$ cat config.mk
export PLATFORM = sky130hd
export DESIGN_NAME = ccr_regs
export DESIGN_NICKNAME = d
export VERILOG_FILES = /design/src/rtl/ccr_pkg.sv /design/src/rtl/ccr_regs.sv
export SDC_FILE = /design/constraint.sdc
export NUM_CORES = 1
export LEC_CHECK = 0
export BUFFER_PORTS_ARGS = -buffer_cell sky130_fd_sc_hd__buf_2
export CORE_ASPECT_RATIO = 2
export CORE_UTILIZATION = 62
export CTS_CLUSTER_SIZE = 40
export DETAILED_ROUTE_END_ITERATION = 6
export GPL_TIMING_DRIVEN = 0
export PLACE_DENSITY = 0.85
export RECOVER_POWER = 50
export SKIP_LAST_GASP = 1
export SLEW_MARGIN = 25
export SYNTH_ARGS = -nofsm -noshare
export SYNTH_HDL_FRONTEND = slang
export SYNTH_SLANG_ARGS = --single-unit
$ cat constraint.sdc
create_clock -name sys_clk -period 3.86 [get_ports sys_clk]
set_input_delay 0.386 -clock sys_clk [delete_from_list [all_inputs] [get_ports sys_clk]]
set_output_delay 0.386 -clock sys_clk [all_outputs]
set_load 0.1 [all_outputs]
$ cat src/rtl/ccr_pkg.sv
package ccr_pkg;
    localparam logic [7:0] ILC_ADDR = 8'h06;
    localparam logic [7:0] PPC_ADDR = 8'h07;
    localparam logic [7:0] ILC_RESET = 8'hE6;
    localparam logic [7:0] PPC_RESET = 8'h4C;
    localparam int OVP_LSB = 6;
    localparam int BOOST_LSB = 4;
    localparam int VLIM_LSB = 0;
    localparam int FSD_BIT = 7;
    localparam int TSD_BIT = 6;
    localparam int BSO_BIT = 5;
    localparam int RWA_BIT = 4;
    localparam int SOD_BIT = 3;
    localparam int FSR_BIT = 2;
    localparam int TRK_LSB = 0;
    localparam logic [7:0] WDOG_MASK = 8'hC4;
    localparam int VLIM_OFFSET_MV = 3900;
    localparam int VLIM_STEP_MV = 100;
    localparam int SWITCH_DELAY_MS = 10000;
    localparam longint CLK_HZ = 100000000;
    localparam longint SWITCH_DELAY_CYC = (SWITCH_DELAY_MS * CLK_HZ) / 1000;
    localparam logic [1:0] OVP_5V85 = 2'h0;
    localparam logic [1:0] OVP_6V4 = 2'h1;
    localparam logic [1:0] OVP_11V = 2'h2;
    localparam logic [1:0] OVP_14V2 = 2'h3;

    typedef struct packed {
        logic wr_en;
        logic rd_en;
        logic [7:0] addr;
        logic [7:0] wdata;
    } ccr_req_t;

    typedef struct packed {
        logic [1:0] input_overvoltage_sel;
        logic [1:0] boost_voltage_sel;
        logic [3:0] input_voltage_limit;
        logic force_source_detect;
        logic timer_slowdown_en;
        logic reset_with_adapter;
        logic [1:0] input_limit_tracking;
        logic battery_switch_open;
        logic system_reset_go;
        logic timer_half_speed;
        logic detect_start;
    } ccr_ctrl_t;

    typedef enum logic [3:0] {
        SW_ON = 4'h1,
        SW_WAIT = 4'h2,
        SW_OFF = 4'h4,
        SW_RESET = 4'h8
    } ccr_sw_state_t;
endpackage

$ cat src/rtl/ccr_regs.sv
`timescale 1ns/1ns
// What this block does
// - Register 06h exists, all read/write, reset value E6h.
// - 06h bits 7:6 pick overvoltage threshold 5.85/6.4/11/14.2 V, default 14.2.
// - 06h bits 3:0 set input voltage limit, 3.9 V plus 100 mV steps.
// - Register 07h exists, all read/write, reset value 4Ch.
// - Writing 1 to force-source-detect starts detection when an adapter is present.
// - Force-source-detect clears itself when detection finishes.
// - Timer-slowdown set halves safety timer during limiting, JEITA cool/warm below full charge current, thermal.
// - Battery-switch-off 1 enters ship mode after chosen delay; 0 keeps switch on.
// - Reset-with-adapter 0 waits for adapter removal; 1 resets with adapter present.
// - Switch-off delay bit 0 is immediate, 1 waits about 10 s.
// - Full-system-reset enable permits reset only while battery-switch-off is 1.
// - 07h bits 1:0 make input limit track battery plus 200/250/300 mV.
module ccr_regs #(
    parameter longint DELAY_CYCLES = ccr_pkg::SWITCH_DELAY_CYC
) (
    input wire logic sys_clk,
    input wire logic rst,
    input wire ccr_pkg::ccr_req_t req,
    input wire logic reg_reset_cmd,
    input wire logic watchdog_expired,
    input wire logic adapter_present,
    input wire logic detect_done,
    input wire logic limiting_active,
    input wire logic jeita_cool_warm,
    input wire logic charge_full_current,
    input wire logic thermal_reg_active,
    output logic [7:0] rdata,
    output logic rvalid,
    output ccr_pkg::ccr_ctrl_t ctrl
);
    import ccr_pkg::*;

    typedef struct packed {
        logic [7:0] ilc;
        logic [7:0] ppc;
        logic [7:0] rdata;
        logic rvalid;
        ccr_sw_state_t sw;
        logic [39:0] cnt;
        logic det_busy;
        ccr_ctrl_t ctrl;
    } ccr_state_t;

    ccr_state_t state_reg;
    ccr_state_t state_next;
    logic wr06;
    logic wr07;
    logic slow_cond;

    always_comb begin
        state_next = state_reg;
        wr06 = req.wr_en && req.addr == ILC_ADDR;
        wr07 = req.wr_en && req.addr == PPC_ADDR;
        state_next.rvalid = req.rd_en;
        state_next.ctrl.detect_start = 1'b0;
        if (wr06) begin
            state_next.ilc = req.wdata;
        end
        if (wr07) begin
            state_next.ppc = req.wdata;
            if (req.wdata[FSD_BIT] && !state_reg.ppc[FSD_BIT] && adapter_present) begin
                state_next.det_busy = 1'b1;
                state_next.ctrl.detect_start = 1'b1;
            end
        end
        if (state_reg.det_busy && detect_done) begin
            state_next.det_busy = 1'b0;
            state_next.ppc[FSD_BIT] = 1'b0;
        end
        if (state_next.ppc[FSD_BIT] && !state_next.det_busy && !adapter_present) begin
            state_next.ppc[FSD_BIT] = 1'b0;
        end
        if (req.rd_en) begin
            state_next.rdata = req.addr == ILC_ADDR ? state_reg.ilc :
                (req.addr == PPC_ADDR ? state_reg.ppc : 8'h00);
        end
        unique case (state_reg.sw)
            SW_ON: begin
                state_next.cnt = '0;
                if (state_reg.ppc[BSO_BIT]) begin
                    state_next.sw = state_reg.ppc[SOD_BIT] ? SW_WAIT : SW_OFF;
                end
            end
            SW_WAIT: begin
                state_next.cnt = state_reg.cnt + 40'h1;
                if (!state_reg.ppc[BSO_BIT]) begin
                    state_next.sw = SW_ON;
                end else if (state_reg.cnt >= 40'(DELAY_CYCLES - 1)) begin
                    state_next.sw = SW_OFF;
                end
            end
            SW_OFF: begin
                if (!state_reg.ppc[BSO_BIT]) begin
                    state_next.sw = SW_ON;
                end else if (state_reg.ppc[FSR_BIT] &&
                    (state_reg.ppc[RWA_BIT] || !adapter_present)) begin
                    state_next.sw = SW_RESET;
                end
            end
            SW_RESET: begin
                if (!state_reg.ppc[BSO_BIT] || !state_reg.ppc[FSR_BIT]) begin
                    state_next.sw = SW_ON;
                end
            end
        endcase
        if (watchdog_expired) begin
            state_next.ppc = (state_next.ppc & ~WDOG_MASK) | (PPC_RESET & WDOG_MASK);
            state_next.det_busy = 1'b0;
        end
        if (reg_reset_cmd) begin
            state_next.ilc = ILC_RESET;
            state_next.ppc = PPC_RESET;
            state_next.det_busy = 1'b0;
        end
        slow_cond = limiting_active || (jeita_cool_warm && !charge_full_current) ||
            thermal_reg_active;
        state_next.ctrl.input_overvoltage_sel = state_next.ilc[OVP_LSB+:2];
        state_next.ctrl.boost_voltage_sel = state_next.ilc[BOOST_LSB+:2];
        state_next.ctrl.input_voltage_limit = state_next.ilc[VLIM_LSB+:4];
        state_next.ctrl.force_source_detect = state_next.ppc[FSD_BIT];
        state_next.ctrl.timer_slowdown_en = state_next.ppc[TSD_BIT];
        state_next.ctrl.reset_with_adapter = state_next.ppc[RWA_BIT];
        state_next.ctrl.input_limit_tracking = state_next.ppc[TRK_LSB+:2];
        state_next.ctrl.timer_half_speed = state_next.ppc[TSD_BIT] && slow_cond;
        state_next.ctrl.battery_switch_open = state_next.sw != SW_ON &&
            state_next.sw != SW_WAIT;
        state_next.ctrl.system_reset_go = state_next.sw == SW_RESET;
    end

    always_ff @(posedge sys_clk) begin
        if (rst) begin
            state_reg <= '0;
            state_reg.ilc <= ILC_RESET;
            state_reg.ppc <= PPC_RESET;
            state_reg.sw <= SW_ON;
            state_reg.ctrl.input_overvoltage_sel <= ILC_RESET[OVP_LSB+:2];
            state_reg.ctrl.boost_voltage_sel <= ILC_RESET[BOOST_LSB+:2];
            state_reg.ctrl.input_voltage_limit <= ILC_RESET[VLIM_LSB+:4];
            state_reg.ctrl.timer_slowdown_en <= PPC_RESET[TSD_BIT];
        end else begin
            state_reg <= state_next;
        end
    end

    assign rdata = state_reg.rdata;
    assign rvalid = state_reg.rvalid;
    assign ctrl = state_reg.ctrl;
endmodule // ccr_regs

======== Word-level counts from Yosys, hierarchy flattened ========
Index checks and enable logic that the tools add are counted.
operators by class
  magnitude comparators ................... 1
  muxes and demuxes ....................... 21
  reduce and logical (&&, ||, !) cells .... 25
  bitwise logic cells ..................... 1
  eq/ne operators ......................... 9
  add/sub/neg operators ................... 1
operator list
  kind                                                   number
  case mux 40 bit (2 select lines)                       1
  adder 40 x 1 -> 40 bit, second input constant          1
  >= comparator 40 x 30 -> 1 bit, second input constant  1
  two-way mux 8 bit                                      5
  two-way mux 4 bit                                      6
  == test 8 x 3 -> 1 bit, second input constant          2
  two-way mux 16 bit                                     1
  case mux 4 bit (4 select lines)                        1
  logical AND 1 bit                                      11
  == test 4 bit, second input constant                   2
  logical NOT 1 bit                                      6
  two-way mux 1 bit                                      6
  == test 4 x 1 -> 1 bit, second input constant          1
  == test 4 x 2 -> 1 bit, second input constant          1
  == test 4 x 3 -> 1 bit, second input constant          1
  logical OR 1 bit                                       4
  != test 4 x 1 -> 1 bit, second input constant          1
  != test 4 x 2 -> 1 bit, second input constant          1
  OR reduction 2 bit                                     2
  two-way mux 3 bit                                      1
  OR reduction 3 bit                                     1
  nonzero test 2 bit                                     1
  inverter 1 bit                                         1
word-level totals
  logic and storage cells ................. 78
  output and inout port bits .............. 26
  bits of input ports ..................... 28
  register bits ........................... 87

======== Logic depth before layout (Yosys ltp) ========
Gate-level depths: netlist (run 1).
  depth after elaboration ................. 13
  gate-level depth with buffers ........... 9
  depth with buffers taken out ............ 7

======== Worst setup path after synthesis (run 1) ========
OpenSTA, ideal clock, no wires.
  path type ............................... input -> register
  from .................................... input req[13] in the netlist's numbering
  to ...................................... register, netlist name ctrl[1]
  data required time ...................... 3.726 ns
  arrival ................................. 1.787 ns
  slack ................................... 1.939 ns
  stages .................................. 5
  library setup time ...................... 0.134 ns
  path buffers ............................ 0
  cell sequence ........................... or4b_1 -> nor4b_2 -> nand3_2 -> mux2i_1 -> a211oi_1
on the way
  cells in the longest elaborated chain, start to end .. 6
ends and longest elaborated chain
  what                    RTL line         text
  start: declaration      ccr_regs.sv:20   input wire ccr_pkg::ccr_req_t req,
  == test 8 x 3 -> 1 bit  ccr_regs.sv:55   wr07 = req.wr_en && req.addr == PPC_ADDR;
  logical AND 1 bit       ccr_regs.sv:55
  two-way mux 8 bit       ccr_regs.sv:61   if (wr07) begin
  two-way mux 8 bit       ccr_regs.sv:108  if (watchdog_expired) begin
  two-way mux 16 bit      ccr_regs.sv:112  if (reg_reset_cmd) begin
  logical AND 1 bit       ccr_regs.sv:126  state_next.ctrl.timer_half_speed = state_next.ppc[TSD_BIT] && slow_cond;
No other way between the ends.
A chain may end at the register's enable or synchronous reset.

======== Worst setup path in the final report (run 1) ========
  from .................................... input req[13] in the netlist's numbering
  to ...................................... register, netlist name ctrl[1]
on the way
  cells in the longest elaborated chain, start to end .. 6
ends and longest elaborated chain
  what                    RTL line
  == test 8 x 3 -> 1 bit  ccr_regs.sv:55
  logical AND 1 bit       ccr_regs.sv:55
  two-way mux 8 bit       ccr_regs.sv:61
  two-way mux 8 bit       ccr_regs.sv:108
  two-way mux 16 bit      ccr_regs.sv:112
  logical AND 1 bit       ccr_regs.sv:126
No other way between the ends.

==> impl_metrics.py, run 1 <==
metrics = {
    "status": {
        "status": "finished, final reports clean",
    },
    "synth": {
        "seq_area_frac_synth_pct": 37.12,
        "synth_enable_flop_cells": 0,
        "async_flop_share_pct": 0,
        "synth_area_leaders": "dfxtp_1 37%, nor2_1 5.5%, a21oi_1 4.9%",
        "synth_seq_cells": 74,
        "synth_warnings": 0,
        "synth_area_um2": 3991,
        "synth_top_cell_by_area": "dfxtp_1",
        "synth.most_common_cell": "dfxtp_1",
        "synth.top_cells.by_count": "74 x dfxtp_1, 58 x nor2_1, 39 x a21oi_1",
        "netlist.area_leader.share_pct": 37.12,
        "synthesis.nets": 522,
        "yosysUniqueCellTypes": 59,
        "synthCells": 493,
        "synth-main-ff-cell": "dfxtp_1",
        "avgSynthCellArea_um2": 8.096,
    },
    "power": {
        "comb_power_share_pct": 3.2,
        "switching_share_pct": 20.81,
        "power_density_nw_per_um2": 388.3,
        "seqPwrFrac_pct": 42.3,
        "netSwitchingPower_uw": 376.9,
        "p_leak_nw": 1.828,
        "peakVddDrop_mv": 0.2826,
        "p_int_mw": 1.434,
        "clkPwrFrac_pct": 54.5,
        "power.total_mw": 1.811,
    },
    "placed_design": {
        "hpwlAfterDp_mm": 7.921,
        "place_ws_ps": 1416,
        "placed_area_um2": 4359,
        "gp_congestion": 0.9467,
        "port_buffers": 52,
    },
    "detailed_routing": {
        "drc": 0,
        "final_antenna_net_count": 0,
        "drtIter0Drc": 329,
        "viasPerCell": 6.286,
        "drtPass1Iterations": 5,
        "vias": 4067,
        "totalWireLength_mm": 10.93,
        "routedWlPerCell_um": 16.90,
    },
    "cts": {
        "cts_buffers": 9,
        "clk-insertion-delay-late_ps": 340,
        "cts.repair.resized": 0,
        "ctsRootBufferMaster": "clkbuf_16",
        "cts_tree": "done",
        "clock_path_buffers": 2,
        "clk_pin_slew_ps": 60,
        "postCtsSetupBuffers": 0,
        "ctsHoldBuffers": 0,
        "cts_htree_levels": 3,
        "cts_sinks": 74,
    },
    "timing": {
        "fmax_ghz": 0.3816,
        "hold_viol_final": 0,
        "slew_viol_final": 0,
        "finalSetupViolations": 0,
        "worst_pin_slew_ps": 1176,
        "rsz0062_at_grt": "no",
        "finalCritPeriodShare_pct": 67.89,
        "hold_ws_ps": 249.4,
        "relSlewSlack_pct": 21.95,
        "finClkSkew_ps": 4.780,
        "fin_tns_setup_ps": 0,
        "fin_ws_ps": 1239,
        "finalCriticalPeriod_ps": 2621,
    },
    "worst_setup_path": {
        "startpoint_type": "input pin",
        "rrSetupSlack_ps": 1480,
        "cp-end-kind": "flip-flop",
        "cp.arrival_ps": 2820,
        "criticalPathCategory": "input pin to flip-flop",
        "r2r-end": "state_reg[39]$_SDFFE_PP0P_",
        "crit_fanout": 8,
        "worstPathRequired_ps": 4060,
        "rr_worst_depth": 7,
        "rr_startpoint": "state_reg[60]$_SDFF_PP0_",
    },
    "hold_path": {
        "hold_class": "input pin to flip-flop",
        "min_from": "watchdog_expired",
        "whs_path_depth": 2,
        "hold-path-endpoint": "state_reg[17]$_SDFF_PP0_",
    },
    "floorplanning": {
        "dieArea_um2": 6782,
        "ios": 54,
        "start_util_pct": 63.77,
        "die_x_um": 58.74,
        "num_rows": 41,
        "die_h_um": 115.5,
        "core_um2": 6259,
    },
    "run": {
        "drv_cap": 0,
    },
    "finish": {
        "largest_reg_flops": 61,
        "layout.nets": 585,
        "fin_area_um2": 4664,
        "area_growth_syn_to_layout_pct": 16.87,
        "antenna_cells": 0,
        "drive_gt1_share_pct": 16.58,
    },
    "global_routing": {
        "grt_pass1_vias": 3859,
        "grt_pass1_wl_mm": 17.53,
        "grt_use_total_pct": 34.08,
        "antenna_found_initial": 0,
        "grt_overflow_total": 0,
        "grt_max_degree": 14,
    },
}
==> layer usage <==
layer	vias to the layer above	wire length [um]	track usage [%]
li1	1915	-	-
met1	1945	3755	30.64
met5	-	0	0
met4	0	605	26.35
met2	161	6033	62.65
met3	46	540	7.701
==> power by group through the flow <==
stage / combinational [mW] / clock (mW) / sequential (mW)
finish: 0.0586 / 0.987 / 0.766
global route: 0.0619 / 1.02 / 0.765
CTS: 0.0588 / 0.994 / 0.766
detailed placement: 0.0586 / 0 / 0.782
global placement: 0.0573 / 0 / 0.782
floorplan: 0.0272 / 0 / 0.786
==> worst max-delay path, cell delays in order <==
cell and delay, ps:
buf_2 100, or4b_1 520, nor4b_1 720, nand3_1 580
mux2i_1 400, a211oi_1 110
==> cell families (layout without fill, tap and decap cells) <==
family / Yosys count / in the layout / synth area share [%]
adder cells (fa/ha/maj): 1 / 1 / 0.3134
XOR/XNOR: 4 / 4 / 0.8779
flip-flops: 74 / 74 / 37.12
AND/OR/NAND/NOR: 201 / 201 / 27.24
buffers and inverters: 60 / 128 / 8.589
multiplexers: 25 / 25 / 6.520
AO/OA/AOI/OAI: 128 / 128 / 19.34
==> worst max-delay path by stage <==
stage                                   from  slack (ps)                         end
floorplan                            req[13]        1940          ctrl[1]$_SDFF_PP0_
global placement                     req[13]        1410          ctrl[1]$_SDFF_PP0_
detailed placement                   req[13]        1420          ctrl[1]$_SDFF_PP0_
CTS                 state_reg[60]$_SDFF_PP0_        1590  state_reg[39]$_SDFFE_PP0P_
global route                         req[13]        1180          ctrl[1]$_SDFF_PP0_
finish                               req[13]        1240          ctrl[1]$_SDFF_PP0_
==> cell type report <==
cell class | count | area [um^2]
buffer | 55 | 321.6
clock buffer | 10 | 239.0
clock inverter | 6 | 113.9
fill | 501 | 1594
inverter | 5 | 18.77
multi-input combinational | 359 | 2156
sequential | 74 | 1481
tap | 86 | 107.6
timing repair buffer | 52 | 226.5
==> layout by cell type, fill, tap and decap left out, types with 13 or more instances in the layout <==
cell type and count:
buf_2 33, o21ai_0 20, nand2_1 30, clkbuf_1 47, nand3_1 24, buf_4 26, nor3_1 13, o21ai_1 26
nor2_1 58, mux2i_1 17, dfxtp_1 74, a21oi_1 39
==> per-stage QoR <==
| stage | cells | util [%] |
|---|---|---|
| 4_1_cts | 647 | 75.29 |
| 3_3_place_gp | 631 | 69.65 |
| 5_1_grt | 647 | 74.53 |
| 2_1_floorplan | 493 | - |
| 3_5_place_dp | 631 | 69.65 |
| 6_report | 647 | 74.53 |
Note: power is estimated with default switching activity, not from simulation.
==> run 2, diff against run 1 <==
Settings changed: CORE_UTILIZATION 62 to 52, PLACE_DENSITY 0.85 to 0.76.
Clock period 3.86 ns to 2.3 ns, I/O delays scaled along.
==> impl_metrics.py, run 2 (synthesized netlist as in run 1, its figures left out) <==
metrics = {
    "status": {
        "status": "finished, final reports clean",
    },
    "detailed_routing": {
        "viasPerCell": 6.084,
        "drtPass1Iterations": 5,
        "drtIter0Drc": 265,
        "final_antenna_net_count": 0,
        "totalWireLength_mm": 10.77,
        "routedWlPerCell_um": 16.44,
        "drc": 0,
        "vias": 3985,
    },
    "cts": {
        "ctsHoldBuffers": 0,
        "cts_sinks": 74,
        "ctsRootBufferMaster": "clkbuf_16",
        "clk_pin_slew_ps": 60,
        "clk-insertion-delay-late_ps": 340,
        "cts_htree_levels": 3,
        "cts_buffers": 9,
        "cts_tree": "done",
        "clock_path_buffers": 2,
    },
    "power": {
        "power_density_nw_per_um2": 618.0,
        "peakVddDrop_mv": 0.5042,
        "p_leak_nw": 1.841,
    },
    "placed_design": {
        "gp_congestion": 0.8924,
        "port_buffers": 52,
        "placedCellCount": 637,
        "hpwlAfterDp_mm": 8.121,
    },
    "global_routing": {
        "grt_pass1_wl_mm": 17.48,
        "grt_pass1_vias": 3852,
        "grt_max_degree": 13,
        "grt_use_total_pct": 28.26,
        "grt_overflow_total": 0,
        "antenna_found_initial": 0,
    },
    "finish": {
        "utilization_pct": 63.88,
        "layout.cells.non_filler": 655,
        "largest_reg_flops": 61,
        "antenna_cells": 0,
        "mostFrequentLayoutCells": "74 x dfxtp_1, 58 x nor2_1, 45 x clkbuf_1, 39 x a21oi_1, 34 x buf_2",
        "area_growth_syn_to_layout_pct": 17.18,
        "drive_gt1_share_pct": 17.76,
        "layout.nets": 587,
        "mostFrequentLayoutCell": "dfxtp_1",
    },
    "timing": {
        "slew_viol_final": 0,
        "hold_viol_final": 0,
        "finalCritPeriodShare_pct": 94.78,
        "finClkSkew_ps": 5.765,
        "relSlewSlack_pct": 21.97,
        "finalSetupViolations": 0,
        "worst_pin_slew_ps": 1176,
        "fmax_ghz": 0.4587,
        "fin_tns_setup_ps": 0,
        "finalCriticalPeriod_ps": 2180,
        "rsz0062_at_grt": "no",
    },
    "floorplanning": {
        "die_h_um": 125.9,
        "core_um2": 7322,
        "dieArea_um2": 8051,
        "ios": 54,
        "start_util_pct": 54.51,
        "num_rows": 44,
        "die_x_um": 63.95,
    },
    "worst_setup_path": {
        "cpPeakStageDelay_ps": 400,
        "critPathTopFamily": "simple AND/OR/NAND/NOR gates",
        "cp.arrival_ps": 2430,
        "crit_fanout": 10,
        "startpoint_type": "flip-flop",
        "criticalPathCategory": "flip-flop to flip-flop",
        "path_buf_inv": 1,
        "cp_slowest_cell": "dfxtp_1",
        "path_cells": "ha_1, and3_1, nand4_1, nor3_2, buf_4, a41oi_2, a311oi_2",
        "worstPathRequired_ps": 2550,
        "cp-end-kind": "flip-flop",
    },
    "hold_path": {
        "hold_class": "input pin to flip-flop",
    },
    "run": {
        "drv_cap": 0,
    },
}
run 2: changes by cell type in the layout (fill, tap and decap cells not counted):
cell        delta
clkinvlp_4     -1
nor4b_1        -1
clkinv_2       +2
nor3b_2        +1
a41oi_1        -1
bufinv_16      -1
buf_2          +1
clkbuf_1       -2
a41oi_2        +1
clkinv_4       -1
nor3b_1        -1
nor4b_2        +1
buf_4          +2
clkbuf_2       +2
run 2: final cells by class:
cell class,count,area [um^2]
clock inverter,5,77.57
fill,663,2645
inverter,5,18.77
timing repair buffer,54,242.7
multi-input combinational,359,2175
tap,92,115.1
sequential,74,1481
clock buffer,11,242.7
buffer,55,324.1
run 2: worst paths after layout:
path	end	slack, ps	from	cells past startpoint
hold reg to reg	state_reg[43]$_SDFFE_PP0P_	490	state_reg[43]$_SDFFE_PP0P_	1
hold / removal	state_reg[17]$_SDFF_PP0_	100	watchdog_expired	2
setup reg to reg	state_reg[48]$_SDFFE_PP0P_	120	state_reg[18]$_SDFFE_PP0P_	7
setup / recovery	state_reg[48]$_SDFFE_PP0P_	120	state_reg[18]$_SDFFE_PP0P_	7
run 2: per-layer routing:
| metal | share of wire (%) | up-vias | global-route usage, % |
|---|---|---|---|
| met5 | 0 | - | 0 |
| met4 | 4.5 | 0 | 19.52 |
| met3 | 4.1 | 35 | 4.710 |
| met2 | 56 | 149 | 53.63 |
| met1 | 35 | 1880 | 26.14 |
| li1 | - | 1921 | - |
run 2: where the power goes:
group          switching, mW  internal (mW)  total [mW]  leakage [nW]
registers           0.000761           1.28        1.29         0.597
logic                 0.0651         0.0327      0.0978          1.09
clock network          0.532          0.975        1.51         0.156
run 2: what timing repair did:
item | CTS | global route
resized for setup | 0 | 6
endpoints found under the setup margin | 0 | 20
buffers inserted | 0 | 2
run 2: through the flow:
stage               power [mW]  area [um^2]  setup WS, ps  hold slack [ps]
global placement         1.411         4367         16.96            440.1
floorplan                1.366         3991         488.4            309.3
detailed placement       1.412         4367         6.448            447.0
CTS                      2.897         4687         117.3            97.42
finish                   2.890         4677         120.1            103.7
global route             2.968         4677         18.71            94.50
